===== config.mk =====
export PLATFORM = sky130hd
export DESIGN_NAME = debug_port_command_decoder
export DESIGN_NICKNAME = d
export VERILOG_FILES = /design/src/shared/debug_cmd_pkg.sv /design/src/verilog/debug_rx.sv /design/src/verilog/debug_tx.sv /design/src/verilog/debug_port_command_decoder.sv
export SDC_FILE = /design/constraint.sdc
export NUM_CORES = 1
export LEC_CHECK = 0
export BUFFER_PORTS_ARGS = -buffer_cell sky130_fd_sc_hd__clkbuf_2
export CAP_MARGIN = 20
export CORE_MARGIN = 3
export CORE_UTILIZATION = 45
export CTS_CLUSTER_DIAMETER = 150
export DETAILED_ROUTE_END_ITERATION = 10
export GPL_ROUTABILITY_DRIVEN = 0
export GPL_TIMING_DRIVEN = 0
export PLACE_DENSITY_LB_ADDON = 0.12
export SYNTH_ARGS = -nofsm -noshare
export SYNTH_HDL_FRONTEND = slang
export SYNTH_HIERARCHICAL = 1
export SYNTH_SLANG_ARGS = --single-unit
export TNS_END_PERCENT = 10

===== constraint.sdc =====
create_clock -name clk_sys -period 3.65 [get_ports clk_sys]
set_input_delay 0.365 -clock clk_sys [delete_from_list [all_inputs] [get_ports clk_sys]]
set_output_delay 0.365 -clock clk_sys [all_outputs]
set_load 0.005 [all_outputs]

===== src/shared/debug_cmd_pkg.sv =====
package debug_cmd_pkg;
  // Command codes
  localparam logic [7:0] CMD_REV    = 8'h00;
  localparam logic [7:0] CMD_STAT   = 8'h02;
  localparam logic [7:0] CMD_CTL_WR = 8'h04;
  localparam logic [7:0] CMD_CTL_RD = 8'h05;
  localparam logic [7:0] CMD_PC_WR  = 8'h06;
  localparam logic [7:0] CMD_PC_RD  = 8'h07;
  localparam logic [7:0] CMD_REG_WR = 8'h08;
  localparam logic [7:0] CMD_REG_RD = 8'h09;
  // Argument byte counts
  localparam logic [1:0] ARGS_CTL = 2'h1;
  localparam logic [1:0] ARGS_PC  = 2'h2;
  localparam logic [1:0] ARGS_REG = 2'h3;
  // Response byte counts
  localparam logic [8:0] ONE_BYTE   = 9'h001;
  localparam logic [8:0] TWO_BYTES  = 9'h002;
  localparam logic [8:0] BLOCK_MAX  = 9'h100;
  // Control register
  localparam logic [7:0] CTL_RESET   = 8'h00;
  localparam logic [7:0] CTL_WR_MASK = 8'he1;
  localparam int         HALT_BIT    = 7;
  localparam logic [7:0] FILL_BYTE   = 8'hff;
  // Serial framing
  localparam int         BAUD_SHIFT   = 3;
  localparam logic [3:0] BREAK_BITS   = 4'h9;
  localparam logic [3:0] FRAME_BITS   = 4'ha;
  localparam logic [2:0] DATA_LAST    = 3'h7;
  localparam logic [12:0] BREAK_CYCLES = 13'h1000;
endpackage


===== src/verilog/debug_rx.sv =====
`timescale 1ns/1ps
`default_nettype none
module debug_rx #(
  parameter int CW = 13
) (
  // Clock and reset
  input  wire logic          clk_sys,
  input  wire logic          rst,
  // Synchronised line and control
  input  wire logic          line,
  input  wire logic          mute,
  input  wire logic          restart,
  // Received characters and errors
  output logic [7:0]         rx_data,
  output logic               rx_valid,
  output logic               rx_break,
  output logic               rx_frame_err,
  output logic [CW-4:0]      bit_len
);
  typedef enum logic [2:0] {
    RX_WAIT_HIGH, RX_AUTO_IDLE, RX_AUTO_LOW, RX_IDLE, RX_START, RX_DATA, RX_STOP
  } rx_state_t;
  rx_state_t     state, next_state;
  logic [CW-1:0] cnt, next_cnt, low_run, next_low_run;
  logic [CW-1:0] nine_bits, half, last;
  logic [CW-4:0] next_bit_len;
  logic [2:0]    idx, next_idx;
  logic [7:0]    next_rx_data;
  logic          next_valid, next_break, next_ferr, locked, next_locked;

  // Break needs nine and a half bit times, so a 00h character is no break
  assign nine_bits = CW'(bit_len) * CW'(debug_cmd_pkg::BREAK_BITS) + half;
  assign half      = CW'(bit_len >> 1);
  assign last      = CW'(bit_len) - CW'(1);

  always_comb begin
    next_state   = state;
    next_cnt     = cnt + CW'(1);
    next_low_run = line ? '0 : ((&low_run) ? low_run : low_run + CW'(1));
    next_bit_len = bit_len;
    next_idx     = idx;
    next_rx_data = rx_data;
    next_valid   = 1'b0;
    next_break   = 1'b0;
    next_ferr    = 1'b0;
    next_locked  = locked;
    case (state)
      RX_WAIT_HIGH: begin
        next_locked = 1'b0;
        if (line) next_state = RX_AUTO_IDLE;
      end
      RX_AUTO_IDLE: begin
        next_cnt = '0;
        if (!line) next_state = RX_AUTO_LOW;
      end
      RX_AUTO_LOW: begin
        if (&cnt) begin
          next_state = RX_WAIT_HIGH;
        end else if (line) begin
          // Low cycles counted, eight bit times long
          next_bit_len = (CW-3)'((cnt + CW'(1)) >> debug_cmd_pkg::BAUD_SHIFT);
          next_locked  = 1'b1;
          next_state   = RX_IDLE;
        end
      end
      RX_IDLE: begin
        next_cnt = '0;
        if (!line) next_state = RX_START;
      end
      RX_START: begin
        if (cnt == half) begin
          next_cnt   = '0;
          next_idx   = '0;
          next_state = line ? RX_IDLE : RX_DATA;
        end
      end
      RX_DATA: begin
        if (cnt == last) begin
          next_cnt     = '0;
          next_rx_data = {line, rx_data[7:1]};
          next_idx     = idx + 3'h1;
          if (idx == debug_cmd_pkg::DATA_LAST) next_state = RX_STOP;
        end
      end
      RX_STOP: begin
        if (cnt == last) begin
          next_valid = line;
          next_ferr  = !line;
          next_state = line ? RX_IDLE : RX_WAIT_HIGH;
        end
      end
      default: next_state = RX_WAIT_HIGH;
    endcase
    if (locked && !line && low_run == nine_bits) begin
      next_break = 1'b1;
      next_state = RX_WAIT_HIGH;
    end
    if (mute && locked) begin
      next_state   = RX_IDLE;
      next_low_run = '0;
      next_break   = 1'b0;
    end
    if (restart) begin
      next_state  = RX_WAIT_HIGH;
      next_locked = 1'b0;
    end
  end

  always_ff @(posedge clk_sys or posedge rst) begin
    if (rst) begin
      state        <= RX_WAIT_HIGH;
      cnt          <= '0;
      low_run      <= '0;
      bit_len      <= '0;
      idx          <= '0;
      rx_data      <= '0;
      rx_valid     <= 1'b0;
      rx_break     <= 1'b0;
      rx_frame_err <= 1'b0;
      locked       <= 1'b0;
    end else begin
      state        <= next_state;
      cnt          <= next_cnt;
      low_run      <= next_low_run;
      bit_len      <= next_bit_len;
      idx          <= next_idx;
      rx_data      <= next_rx_data;
      rx_valid     <= next_valid;
      rx_break     <= next_break;
      rx_frame_err <= next_ferr;
      locked       <= next_locked;
    end
  end
endmodule // debug_rx
`default_nettype wire


===== src/verilog/debug_tx.sv =====
`timescale 1ns/1ps
`default_nettype none
module debug_tx #(
  parameter int CW = 13
) (
  // Clock and reset
  input  wire logic          clk_sys,
  input  wire logic          rst,
  // Line sense and rate
  input  wire logic          line,
  input  wire logic [CW-4:0] bit_len,
  // Requests
  input  wire logic          tx_start,
  input  wire logic [7:0]    tx_byte,
  input  wire logic          brk_start,
  // Line drive and status
  output logic               drive_low,
  output logic               tx_busy,
  output logic               tx_done,
  output logic               tx_collision
);
  typedef enum logic [1:0] {TX_IDLE, TX_BITS, TX_BREAK} tx_state_t;
  tx_state_t     state, next_state;
  logic [CW-1:0] cnt, next_cnt, half, last;
  logic [9:0]    shreg, next_shreg;
  logic [3:0]    idx, next_idx;
  logic          next_drive, next_done, next_coll;

  assign half    = CW'(bit_len >> 1);
  assign last    = CW'(bit_len) - CW'(1);
  assign tx_busy = (state != TX_IDLE);

  always_comb begin
    next_state = state;
    next_cnt   = cnt + CW'(1);
    next_shreg = shreg;
    next_idx   = idx;
    next_drive = drive_low;
    next_done  = 1'b0;
    next_coll  = 1'b0;
    case (state)
      TX_IDLE: begin
        if (tx_start) begin
          next_shreg = {1'b1, tx_byte, 1'b0};
          next_state = TX_BITS;
          next_cnt   = '0;
          next_idx   = '0;
          next_drive = 1'b1;
        end
      end
      TX_BITS: begin
        if (cnt == half && shreg[0] && !line) begin
          next_coll  = 1'b1;
          next_state = TX_IDLE;
          next_drive = 1'b0;
        end else if (cnt == last) begin
          next_cnt   = '0;
          next_shreg = {1'b1, shreg[9:1]};
          next_idx   = idx + 4'h1;
          next_drive = !shreg[1];
          if (idx == debug_cmd_pkg::FRAME_BITS - 4'h1) begin
            next_state = TX_IDLE;
            next_done  = 1'b1;
            next_drive = 1'b0;
          end
        end
      end
      TX_BREAK: begin
        if (cnt == debug_cmd_pkg::BREAK_CYCLES - CW'(1)) begin
          next_state = TX_IDLE;
          next_done  = 1'b1;
          next_drive = 1'b0;
        end
      end
      default: next_state = TX_IDLE;
    endcase
    if (brk_start) begin
      next_state = TX_BREAK;
      next_cnt   = '0;
      next_drive = 1'b1;
      next_done  = 1'b0;
      next_coll  = 1'b0;
    end
  end

  always_ff @(posedge clk_sys or posedge rst) begin
    if (rst) begin
      state        <= TX_IDLE;
      cnt          <= '0;
      shreg        <= '1;
      idx          <= '0;
      drive_low    <= 1'b0;
      tx_done      <= 1'b0;
      tx_collision <= 1'b0;
    end else begin
      state        <= next_state;
      cnt          <= next_cnt;
      shreg        <= next_shreg;
      idx          <= next_idx;
      drive_low    <= next_drive;
      tx_done      <= next_done;
      tx_collision <= next_coll;
    end
  end
endmodule // debug_tx
`default_nettype wire


===== src/verilog/debug_port_command_decoder.sv =====
`timescale 1ns/1ps
`default_nettype none
module debug_port_command_decoder #(
  // Arbitrary revision value
  parameter logic [15:0] REVISION       = 16'h0101,
  parameter logic [11:0] FLASH_LO       = 12'hff8,
  parameter logic [11:0] FLASH_HI       = 12'hfff,
  parameter logic [11:0] FLASH_CTL_ADDR = 12'hff8,
  parameter logic [7:0]  MASS_ERASE     = 8'h94,
  parameter int          CNT_W          = 13
) (
  // Clock and reset
  input  wire logic        clk_sys,
  input  wire logic        rst,
  // Open-drain debug line
  input  wire logic        debug_serial_line_in,
  output logic             debug_serial_line_out,
  output logic             debug_serial_line_oe,
  // Option and status
  input  wire logic        readout_protect_option,
  input  wire logic [7:0]  debugger_status_reg,
  input  wire logic        halt_request,
  // Control register
  output logic [7:0]       debugger_control_reg,
  output logic             halt_mode_bit,
  // Program counter
  input  wire logic [15:0] program_counter,
  output logic [15:0]      pc_wdata,
  output logic             pc_write,
  // Register file
  output logic [11:0]      reg_addr,
  output logic [7:0]       reg_wdata,
  output logic             reg_write,
  output logic             reg_read,
  input  wire logic [7:0]  reg_rdata
);
  typedef enum logic [2:0] {
    ST_IDLE, ST_ARG, ST_WDATA, ST_FETCH, ST_WAIT, ST_LOAD, ST_SEND, ST_BREAK
  } cmd_state_t;

  cmd_state_t     state, next_state;
  logic [7:0]     cmd, next_cmd;
  logic [15:0]    args, next_args;
  logic [23:0]    argv;
  logic [1:0]     arg_left, next_arg_left;
  logic [8:0]     left, next_left;
  logic [11:0]    addr, next_addr, next_reg_addr;
  logic [7:0]     ctl, next_ctl, next_reg_wdata, resp_byte;
  logic [15:0]    next_pc_wdata;
  logic           next_pc_write, next_reg_write, next_reg_read;
  logic           line_meta, line_sync, open_ok;
  logic           rx_valid, rx_break, rx_frame_err, rx_restart;
  logic [7:0]     rx_data;
  logic [CNT_W-4:0] bit_len;
  logic           tx_start, brk_start, tx_busy, tx_done, tx_collision, drive_low;
  logic [7:0]     tx_byte;

  // Writable control bits with halt bit held under protection
  function automatic logic [7:0] ctl_write(input logic [7:0] old_v,
                                           input logic [7:0] data,
                                           input logic       prot);
    logic [7:0] v;
    v = data & debug_cmd_pkg::CTL_WR_MASK;
    if (prot && old_v[debug_cmd_pkg::HALT_BIT]) begin
      v[debug_cmd_pkg::HALT_BIT] = 1'b1;
    end
    return v;
  endfunction

  // Write permission for one register byte
  function automatic logic wr_allowed(input logic [11:0] a,
                                      input logic [7:0]  d,
                                      input logic        halt,
                                      input logic        prot);
    logic in_flash;
    in_flash = (a >= FLASH_LO) && (a <= FLASH_HI);
    return halt && (!prot || (in_flash && (a != FLASH_CTL_ADDR || d == MASS_ERASE)));
  endfunction

  logic [11:0] addr_q;

  assign debugger_control_reg  = ctl;
  assign halt_mode_bit         = ctl[debug_cmd_pkg::HALT_BIT];
  assign debug_serial_line_out = 1'b0;
  assign debug_serial_line_oe  = drive_low;
  assign reg_addr              = addr_q;
  assign argv                  = {args, rx_data};

  assign open_ok = halt_mode_bit && !readout_protect_option;

  // Line synchroniser
  always_ff @(posedge clk_sys or posedge rst) begin
    if (rst) begin
      line_meta <= 1'b1;
      line_sync <= 1'b1;
    end else begin
      line_meta <= debug_serial_line_in;
      line_sync <= line_meta;
    end
  end

  debug_rx #(.CW(CNT_W)) u_rx (
    .clk_sys      (clk_sys),
    .rst          (rst),
    .line         (line_sync),
    .mute         (tx_busy),
    .restart      (rx_restart),
    .rx_data      (rx_data),
    .rx_valid     (rx_valid),
    .rx_break     (rx_break),
    .rx_frame_err (rx_frame_err),
    .bit_len      (bit_len)
  );

  debug_tx #(.CW(CNT_W)) u_tx (
    .clk_sys      (clk_sys),
    .rst          (rst),
    .line         (line_sync),
    .bit_len      (bit_len),
    .tx_start     (tx_start),
    .tx_byte      (tx_byte),
    .brk_start    (brk_start),
    .drive_low    (drive_low),
    .tx_busy      (tx_busy),
    .tx_done      (tx_done),
    .tx_collision (tx_collision)
  );

  // Response byte selection
  always_comb begin
    case (cmd)
      debug_cmd_pkg::CMD_REV: begin
        resp_byte = (left == debug_cmd_pkg::TWO_BYTES) ? REVISION[15:8] : REVISION[7:0];
      end
      debug_cmd_pkg::CMD_STAT: resp_byte = debugger_status_reg;
      debug_cmd_pkg::CMD_CTL_RD: resp_byte = ctl;
      debug_cmd_pkg::CMD_PC_RD: begin
        if (!open_ok) begin
          resp_byte = debug_cmd_pkg::FILL_BYTE;
        end else if (left == debug_cmd_pkg::TWO_BYTES) begin
          resp_byte = program_counter[15:8];
        end else begin
          resp_byte = program_counter[7:0];
        end
      end
      debug_cmd_pkg::CMD_REG_RD: begin
        resp_byte = open_ok ? reg_rdata : debug_cmd_pkg::FILL_BYTE;
      end
      default: resp_byte = debug_cmd_pkg::FILL_BYTE;
    endcase
  end

  always_comb begin
    next_state     = state;
    next_cmd       = cmd;
    next_args      = args;
    next_arg_left  = arg_left;
    next_left      = left;
    next_addr      = addr;
    next_ctl       = ctl;
    next_pc_wdata  = pc_wdata;
    next_pc_write  = 1'b0;
    next_reg_addr  = addr_q;
    next_reg_wdata = reg_wdata;
    next_reg_write = 1'b0;
    next_reg_read  = 1'b0;
    tx_start       = 1'b0;
    tx_byte        = resp_byte;
    brk_start      = 1'b0;
    rx_restart     = 1'b0;
    case (state)
      ST_IDLE: begin
        if (rx_valid) begin
          next_cmd  = rx_data;
          next_args = '0;
          // every command code decoded in all modes; other codes return to idle
          case (rx_data)
            debug_cmd_pkg::CMD_REV,
            debug_cmd_pkg::CMD_PC_RD: begin
              next_left  = debug_cmd_pkg::TWO_BYTES;
              next_state = ST_LOAD;
            end
            debug_cmd_pkg::CMD_STAT,
            debug_cmd_pkg::CMD_CTL_RD: begin
              next_left  = debug_cmd_pkg::ONE_BYTE;
              next_state = ST_LOAD;
            end
            debug_cmd_pkg::CMD_CTL_WR: begin
              next_arg_left = debug_cmd_pkg::ARGS_CTL;
              next_state    = ST_ARG;
            end
            debug_cmd_pkg::CMD_PC_WR: begin
              next_arg_left = debug_cmd_pkg::ARGS_PC;
              next_state    = ST_ARG;
            end
            debug_cmd_pkg::CMD_REG_WR,
            debug_cmd_pkg::CMD_REG_RD: begin
              next_arg_left = debug_cmd_pkg::ARGS_REG;
              next_state    = ST_ARG;
            end
            default: next_state = ST_IDLE;
          endcase
        end
      end
      ST_ARG: begin
        if (rx_valid) begin
          next_args     = argv[15:0];
          next_arg_left = arg_left - 2'h1;
          if (arg_left == 2'h1) begin
            next_state = ST_IDLE;
            case (cmd)
              debug_cmd_pkg::CMD_CTL_WR: begin
                next_ctl = ctl_write(ctl, rx_data, readout_protect_option);
              end
              debug_cmd_pkg::CMD_PC_WR: begin
                next_pc_wdata = argv[15:0];
                next_pc_write = open_ok;
              end
              default: begin
                next_addr  = {argv[19:16], argv[15:8]};
                next_left  = (argv[7:0] == 8'h00) ? debug_cmd_pkg::BLOCK_MAX
                                                  : {1'b0, argv[7:0]};
                next_state = (cmd == debug_cmd_pkg::CMD_REG_WR) ? ST_WDATA : ST_FETCH;
              end
            endcase
          end
        end
      end
      ST_WDATA: begin
        if (rx_valid) begin
          if (wr_allowed(addr, rx_data, halt_mode_bit, readout_protect_option)) begin
            next_reg_write = 1'b1;
            next_reg_addr  = addr;
            next_reg_wdata = rx_data;
          end
          next_addr = addr + 12'h001;
          next_left = left - 9'h001;
          if (left == debug_cmd_pkg::ONE_BYTE) next_state = ST_IDLE;
        end
      end
      ST_FETCH: begin
        next_reg_addr = addr;
        next_reg_read = open_ok;
        next_state    = ST_WAIT;
      end
      ST_WAIT: next_state = ST_LOAD;
      ST_LOAD: begin
        tx_start   = 1'b1;
        next_state = ST_SEND;
      end
      ST_SEND: begin
        if (tx_done) begin
          next_left = left - 9'h001;
          next_addr = addr + 12'h001;
          if (left == debug_cmd_pkg::ONE_BYTE) begin
            next_state = ST_IDLE;
          end else if (cmd == debug_cmd_pkg::CMD_REG_RD) begin
            next_state = ST_FETCH;
          end else begin
            next_state = ST_LOAD;
          end
        end
      end
      ST_BREAK: begin
        if (tx_done) begin
          rx_restart = 1'b1;
          next_state = ST_IDLE;
        end
      end
      default: next_state = ST_IDLE;
    endcase
    if (state != ST_BREAK && (rx_break || rx_frame_err || tx_collision)) begin
      next_state     = ST_BREAK;
      brk_start      = 1'b1;
      tx_start       = 1'b0;
      next_pc_write  = 1'b0;
      next_reg_write = 1'b0;
      next_reg_read  = 1'b0;
    end
    if (halt_request) next_ctl[debug_cmd_pkg::HALT_BIT] = 1'b1;
  end

  always_ff @(posedge clk_sys or posedge rst) begin
    if (rst) begin
      state     <= ST_IDLE;
      cmd       <= '0;
      args      <= '0;
      arg_left  <= '0;
      left      <= '0;
      addr      <= '0;
      addr_q    <= '0;
      ctl       <= debug_cmd_pkg::CTL_RESET;
      pc_wdata  <= '0;
      pc_write  <= 1'b0;
      reg_wdata <= '0;
      reg_write <= 1'b0;
      reg_read  <= 1'b0;
    end else begin
      state     <= next_state;
      cmd       <= next_cmd;
      args      <= next_args;
      arg_left  <= next_arg_left;
      left      <= next_left;
      addr      <= next_addr;
      addr_q    <= next_reg_addr;
      ctl       <= next_ctl;
      pc_wdata  <= next_pc_wdata;
      pc_write  <= next_pc_write;
      reg_wdata <= next_reg_wdata;
      reg_write <= next_reg_write;
      reg_read  <= next_reg_read;
    end
  end
endmodule // debug_port_command_decoder
`default_nettype wire


=== After elaboration in Yosys (flattened, before gate mapping) ===
Index checks and enable logic that the tools add are counted.

* Bitwise operators: 1
* Multiply operators: 1
* Muxes and demuxes: 135
* Reduce and logical (&&, ||, !) cells: 64
* Div/mod/pow operators: 0
* Shifts and indexed selects: 0
* Order comparisons: 2
* Add/subtract/negate cells: 10
* Equality and inequality tests: 79

{| class="wikitable"
|+ Operators with widths
! operator !! count
|-
| $mux 13 || 9
|-
| $mux 12 || 9
|-
| $mux 3 || 25
|-
| $eq 8x3->1 const B || 8
|-
| $mux 9 || 7
|-
| $mux 8 || 7
|-
| $pmux 12 s2 || 2
|-
| $mux 1 || 42
|-
| $pmux 8 s5 || 1
|-
| $add 13x1->13 const B || 3
|-
| $eq 13x13->1 || 3
|-
| $pmux 13 s3 || 1
|-
| $pmux 12 s3 || 1
|-
| $pmux 9 s4 || 1
|-
| $eq 8x4->1 const B || 4
|-
| $mux 10 || 3
|-
| $reduce_and 4->1 || 7
|-
| $eq 13x9->1 || 2
|-
| $pmux 13 s2 || 1
|-
| $reduce_and 13->1 || 2
|-
| $eq 3x3->1 const B || 8
|-
| $pmux 3 s8 || 1
|-
| $ne 3x3->1 const B || 7
|-
| $pmux 3 s7 || 1
|-
| other kinds (57) || 137
|}

* Latch bits: 0
* Memories kept: 0
* Input bits: 37
* RAM bits: 0
* ROM bits: 0
* Flip-flop bits (word level): 177

=== Longest topological paths before layout ===
* Word-level depth: 9
* Gate-level depth with buffers: 11
* Gate-level depth less buffers: 11

=== Hierarchy ===
Netlist, hierarchy kept.

{| class="wikitable"
|+ Modules (own cells, without submodules)
! module !! area each (µm²) !! instances !! cells an instance
|-
| debug_port_command_decoder || 4908.5 || 1 || 492
|-
| debug_rx || 3978.8 || 1 || 412
|-
| debug_tx || 2438.6 || 1 || 279
|}

=== Worst setup path before layout ===
No wires, ideal clock.

* Kind: reg-to-reg
* Start: register u_rx.bit_len[2]
* End: register u_rx.state[1]
* Setup time: 0.138 ns
* Path buffers: 0
* Period minus slack after synthesis: 3.272 ns
* Cell stages (with the launch flop): 10
* Arrival time: 3.134 ns
* Required time: 3.512 ns
* Path slack: 0.378 ns
* Cell sequence: dfrtp_1 > ha_1 > fa_1 > ha_1 > a21o_1 > a221oi_1 > or4_1 > o2111ai_1 > o41ai_2 > o32ai_1

* Longest elaborated chain between the ends: 7

{| class="wikitable"
|+ Ends and longest elaborated chain
! item !! RTL line !! source
|-
| start: declaration || debug_rx.sv:18 || <nowiki>output logic [CW-4:0] bit_len</nowiki>
|-
| start signal: assignment || debug_rx.sv:125 || <nowiki>bit_len <= next_bit_len;</nowiki>
|-
| parallel branches: the longest is 7 deep, another holds $mul 10x4->13 || n/a ||
|-
| end signal: assignment || debug_rx.sv:122 || <nowiki>state <= next_state;</nowiki>
|-
| end: declaration || debug_rx.sv:23 || <nowiki>rx_state_t state, next_state;</nowiki>
|}

Parallel ways; which one is timed is not known.
A chain may end at the register's enable or synchronous reset.

=== Worst setup path after layout ===
* Start: register u_rx.bit_len[1]
* End: register u_rx.state[1]

The elaborated chain is that of the path after synthesis.

==> Implementation_results.wiki <==
{| class="wikitable"
! Metric !! Value
|-
| Routed wire per std cell || around 18 µm
|-
| Drt total wl || 29,290 µm
|-
| R2r startpoint || u_rx/bit_len[1]
|-
| Port bufs || between 80 and 90
|-
| Mean instance size in the synthesized netlist || ~9.6 µm²
|-
| Wire length of the first global-routing pass || between 40,000 and 50,000 µm
|-
| Signed area change from the synthesized netlist to the final layout || 14.80%
|-
| Post-placement setup slack || -0.2876 ns
|-
| Yosys cell types || just over 90
|-
| Count of clock tree sinks || between 150 and 200
|-
| CTS tree || built
|-
| Leakage dissipation || 5.915 nW
|-
| Most frequent standard cell in the layout excluding fill and tap cells || sky130_fd_sc_hd__dfrtp_1
|-
| Post-synthesis cell area || ~11,000 µm²
|-
| Die Ht || ~160 µm
|-
| Die Width || 164.6 µm
|-
| Number of enable flip-flop cells after synthesis || 0
|-
| Starting density of the core || a little under half
|-
| Final setup violating endpoints || 0
|-
| Vias after detailed routing || 9,413
|-
| Total number of nets in the final design || roughly 1,400
|-
| Sequential share of the synthesized area || 39.01%
|-
| Worst setup EP type || flip-flop
|-
| DP Cell Count || around 1,600
|-
| I/O pin count || 87
|-
| Total number of H-tree levels || 4
|-
| Max_slew headroom || between 20 and 30%
|-
| Post-route minimum period || ~3.5 ns
|-
| Maximum number of pins on one net before global-route repair || 60
|-
| Overall die area || about 27,000 µm²
|-
| Seq cells post-synth || approximately 180
|-
| Clock insertion delay at the later pin of the skew report || between 0.4 and 0.5 ns
|-
| Highest-count cells in the layout ignoring fill and taps || 157 x sky130_fd_sc_hd__dfrtp_1, 94 x sky130_fd_sc_hd__nor2_1, 83 x sky130_fd_sc_hd__clkbuf_2, 72 x sky130_fd_sc_hd__nand2_1, 70 x sky130_fd_sc_hd__a21oi_1
|-
| Clock Pin Slew Worst Setup and Hold Paths || ~0.080 ns
|-
| Crit path from || u_rx/bit_len[1]
|-
| Data required, critical path || between 3 and 4 ns
|-
| Power per standard cell area || roughly 700 nW/µm²
|-
| Vias in the first global route || 9,315
|-
| Share of post-route cells with drive strength above 1 || a little under a fifth
|-
| Count of maximum capacitance violations || 0
|-
| Path type of the worst min-delay path || in -> async
|-
| DR vias/cell || between 5 and 6
|-
| Fin Hold WS || a little over 0.001 ns
|-
| Worst setup path category || reg -> reg
|-
| Part of the cycle the worst path needs || between 90% and 100%
|-
| Measured slew at the worst slew-check pin || between 1 and 1.5 ns
|-
| Antenna diode count || 0
|-
| Final max-slew violation count || 0
|-
| Detailed placer's ending HPWL || 21,570 µm
|-
| Count of cells along the worst register-to-register path || 10
|-
| Final Hold Fails || 0
|-
| Filler cell count || 2,320
|-
| CTS Root Buffer Type || sky130_fd_sc_hd__clkbuf_16
|-
| Status || completed
|-
| Upper clock frequency limit || ~280 MHz
|-
| FP Rows || 57
|-
| Most common flop cell mapped by yosys || sky130_fd_sc_hd__dfrtp_1
|-
| Worst reg2reg path endpoint || u_rx/state[1]
|-
| Reg-to-reg slack, setup || 0.12 ns
|-
| Final worst setup slack || 0.1195 ns
|-
| Total clock buffers created by CTS || 17
|-
| Number of flip-flops under the largest register name || 16
|-
| Count of nets left with antenna violations after detail routing || 0
|-
| CTS max path bufs || 2
|-
| Setup TNS || 0 ns
|-
| CP Max Fanout || 6
|-
| Worst IR drop on VDD || roughly 0.6 mV
|-
| Sort of element at the start of the critical path || flip-flop
|-
| Overall Power || ~0.0091 W
|-
| Final standard cell count with taps included and fillers excluded || roughly 1,600
|-
| Starting DRT DRC Count || around 680
|-
| Drt first pass iters || 5
|-
| Global route total overflow || 0
|-
| Core box area || ~25,000 µm²
|-
| GR Util All Layers || around 22%
|-
| Register with the highest flop count || pc_wdata
|-
| DRC violations left || 0
|-
| Clock skew after layout || about 0.026 ns
|-
| Async set-reset flop share out of synthesis || 100.0%
|-
| Initial antenna violation count || 0
|-
| Arrival time of data at the critical path endpoint || between 3 and 4 ns
|-
| Warning count from the yosys run || 6
|-
| Cells after Synth || around 1,200
|}
-- synthesized netlist by cell type (9+ instances only) --
library cell	instances	area share [%]
sky130_fd_sc_hd__dfrtp_1	165	36
sky130_fd_sc_hd__nor3_1	42	1.9
sky130_fd_sc_hd__a21oi_1	71	3.1
sky130_fd_sc_hd__xnor2_1	50	3.9
sky130_fd_sc_hd__xor2_1	41	3.2
sky130_fd_sc_hd__mux2_2	41	4.1
sky130_fd_sc_hd__a22o_1	9	0.70
sky130_fd_sc_hd__a31oi_1	21	1.2
sky130_fd_sc_hd__and2_1	10	0.55
sky130_fd_sc_hd__dfstp_2	11	2.6
sky130_fd_sc_hd__nor4_1	12	0.66
sky130_fd_sc_hd__nand4_1	21	1.2
sky130_fd_sc_hd__and3_1	20	1.1
sky130_fd_sc_hd__nor2_1	94	3.1
sky130_fd_sc_hd__a221o_1	12	1.1
sky130_fd_sc_hd__mux2_4	9	1.2
sky130_fd_sc_hd__mux2i_1	19	1.7
sky130_fd_sc_hd__a21o_1	9	0.60
sky130_fd_sc_hd__nand3_1	39	1.7
sky130_fd_sc_hd__clkbuf_1	45	1.5
sky130_fd_sc_hd__nand2b_1	18	0.99
sky130_fd_sc_hd__ha_1	44	4.9
sky130_fd_sc_hd__nor2b_1	15	0.83
sky130_fd_sc_hd__o21ai_0	53	2.3
sky130_fd_sc_hd__o22ai_1	16	0.88
sky130_fd_sc_hd__nand2_1	72	2.4
sky130_fd_sc_hd__inv_1	42	1.4
-- critical path, cell delays in order (launching register included) --
cell                        delay [ns]
sky130_fd_sc_hd__dfrtp_2          0.46
sky130_fd_sc_hd__buf_4            0.19
sky130_fd_sc_hd__ha_1             0.31
sky130_fd_sc_hd__fa_1             0.47
sky130_fd_sc_hd__ha_1             0.39
sky130_fd_sc_hd__and3_1           0.21
sky130_fd_sc_hd__a221oi_2         0.09
sky130_fd_sc_hd__o311ai_0         0.40
sky130_fd_sc_hd__o2111ai_2        0.27
sky130_fd_sc_hd__o41ai_4          0.45
sky130_fd_sc_hd__o32ai_1          0.15
-- where the power goes --
group / switching (W) / total [W] / internal [W] / leakage [nW]
Clock: 0.000921 / 0.00192 / 0.00100 / 0.307
Sequential: 0.000355 / 0.00256 / 0.00220 / 2.35
Combinational: 0.00267 / 0.00462 / 0.00195 / 3.26
Total: 0.00395 / 0.00910 / 0.00515 / 5.92
-- timing repair --
item | CTS | global route
setup endpoints to repair | 4 | 4
cloned | 0 | 0
pin swaps | 1 | 1
buffers inserted | 0 | 6
hold endpoints to repair | 0 | 1
gates resized for setup | 9 | 14
hold buffers | 0 | 1
-- cells by family after synthesis --
family,Yosys count,share of synthesized area [%]
XOR/XNOR,91,7.037
flip-flops,176,39.01
other,1,0.03311
AO/OA/AOI/OAI,278,16.75
AND/OR/NAND/NOR,406,19.89
adder cells (fa/ha/maj),50,5.921
multiplexers,70,7.048
buffers and inverters,111,4.319
-- metrics by stage --
step                      cell area (µm²)  utilization, %
after floorplan                     11340               -
after global placement              12150           49.53
after detailed placement            12230           49.85
after CTS                           12880           52.51
after global routing                13000           53.00
final                               13000           53.00
-- routing by layer --
| metal | track usage [%] | part of all wire, % | vias to the layer above | wire (µm) |
|---|---|---|---|---|
| met5 | 0 | 0 | - | 0 |
| met4 | 5.109 | 1.4 | 0 | 415 |
| met3 | 3.010 | 4.1 | 41 | 1193 |
| met2 | 37.35 | 48 | 214 | 13980 |
| met1 | 30.09 | 47 | 4598 | 13700 |
| li1 | - | - | 4560 | - |
-- worst max-delay path by stage --
stage	endpoint	slack [ns]	depth (start not counted)
finish	u_rx/state[1]	0.12	10
global route	u_rx/state[1]	-0.06	10
CTS	u_rx/state[1]	0.004	10
detailed placement	u_rx/state[1]	-0.29	10
global placement	reg_addr[5]	-0.35	2
floorplan	u_rx/state[1]	0.38	9
-- final cells by class --
| cell class | instances | area (µm²) | share of cell area, % |
|---|---|---|---|
| Timing Repair Buffer | 91 | 535.5 | 4.119 |
| Tap cell | 324 | 405.4 | 3.118 |
| Clock buffer | 17 | 425.4 | 3.272 |
| Sequential cell | 176 | 4433 | 34.09 |
| Clock inverter | 15 | 210.2 | 1.617 |
| Inverter | 42 | 160.2 | 1.232 |
| Multi-Input combinational cell | 900 | 6505 | 50.03 |
| Buffer | 68 | 327.8 | 2.521 |
No activity file was read; power rests on OpenSTA's default activity.
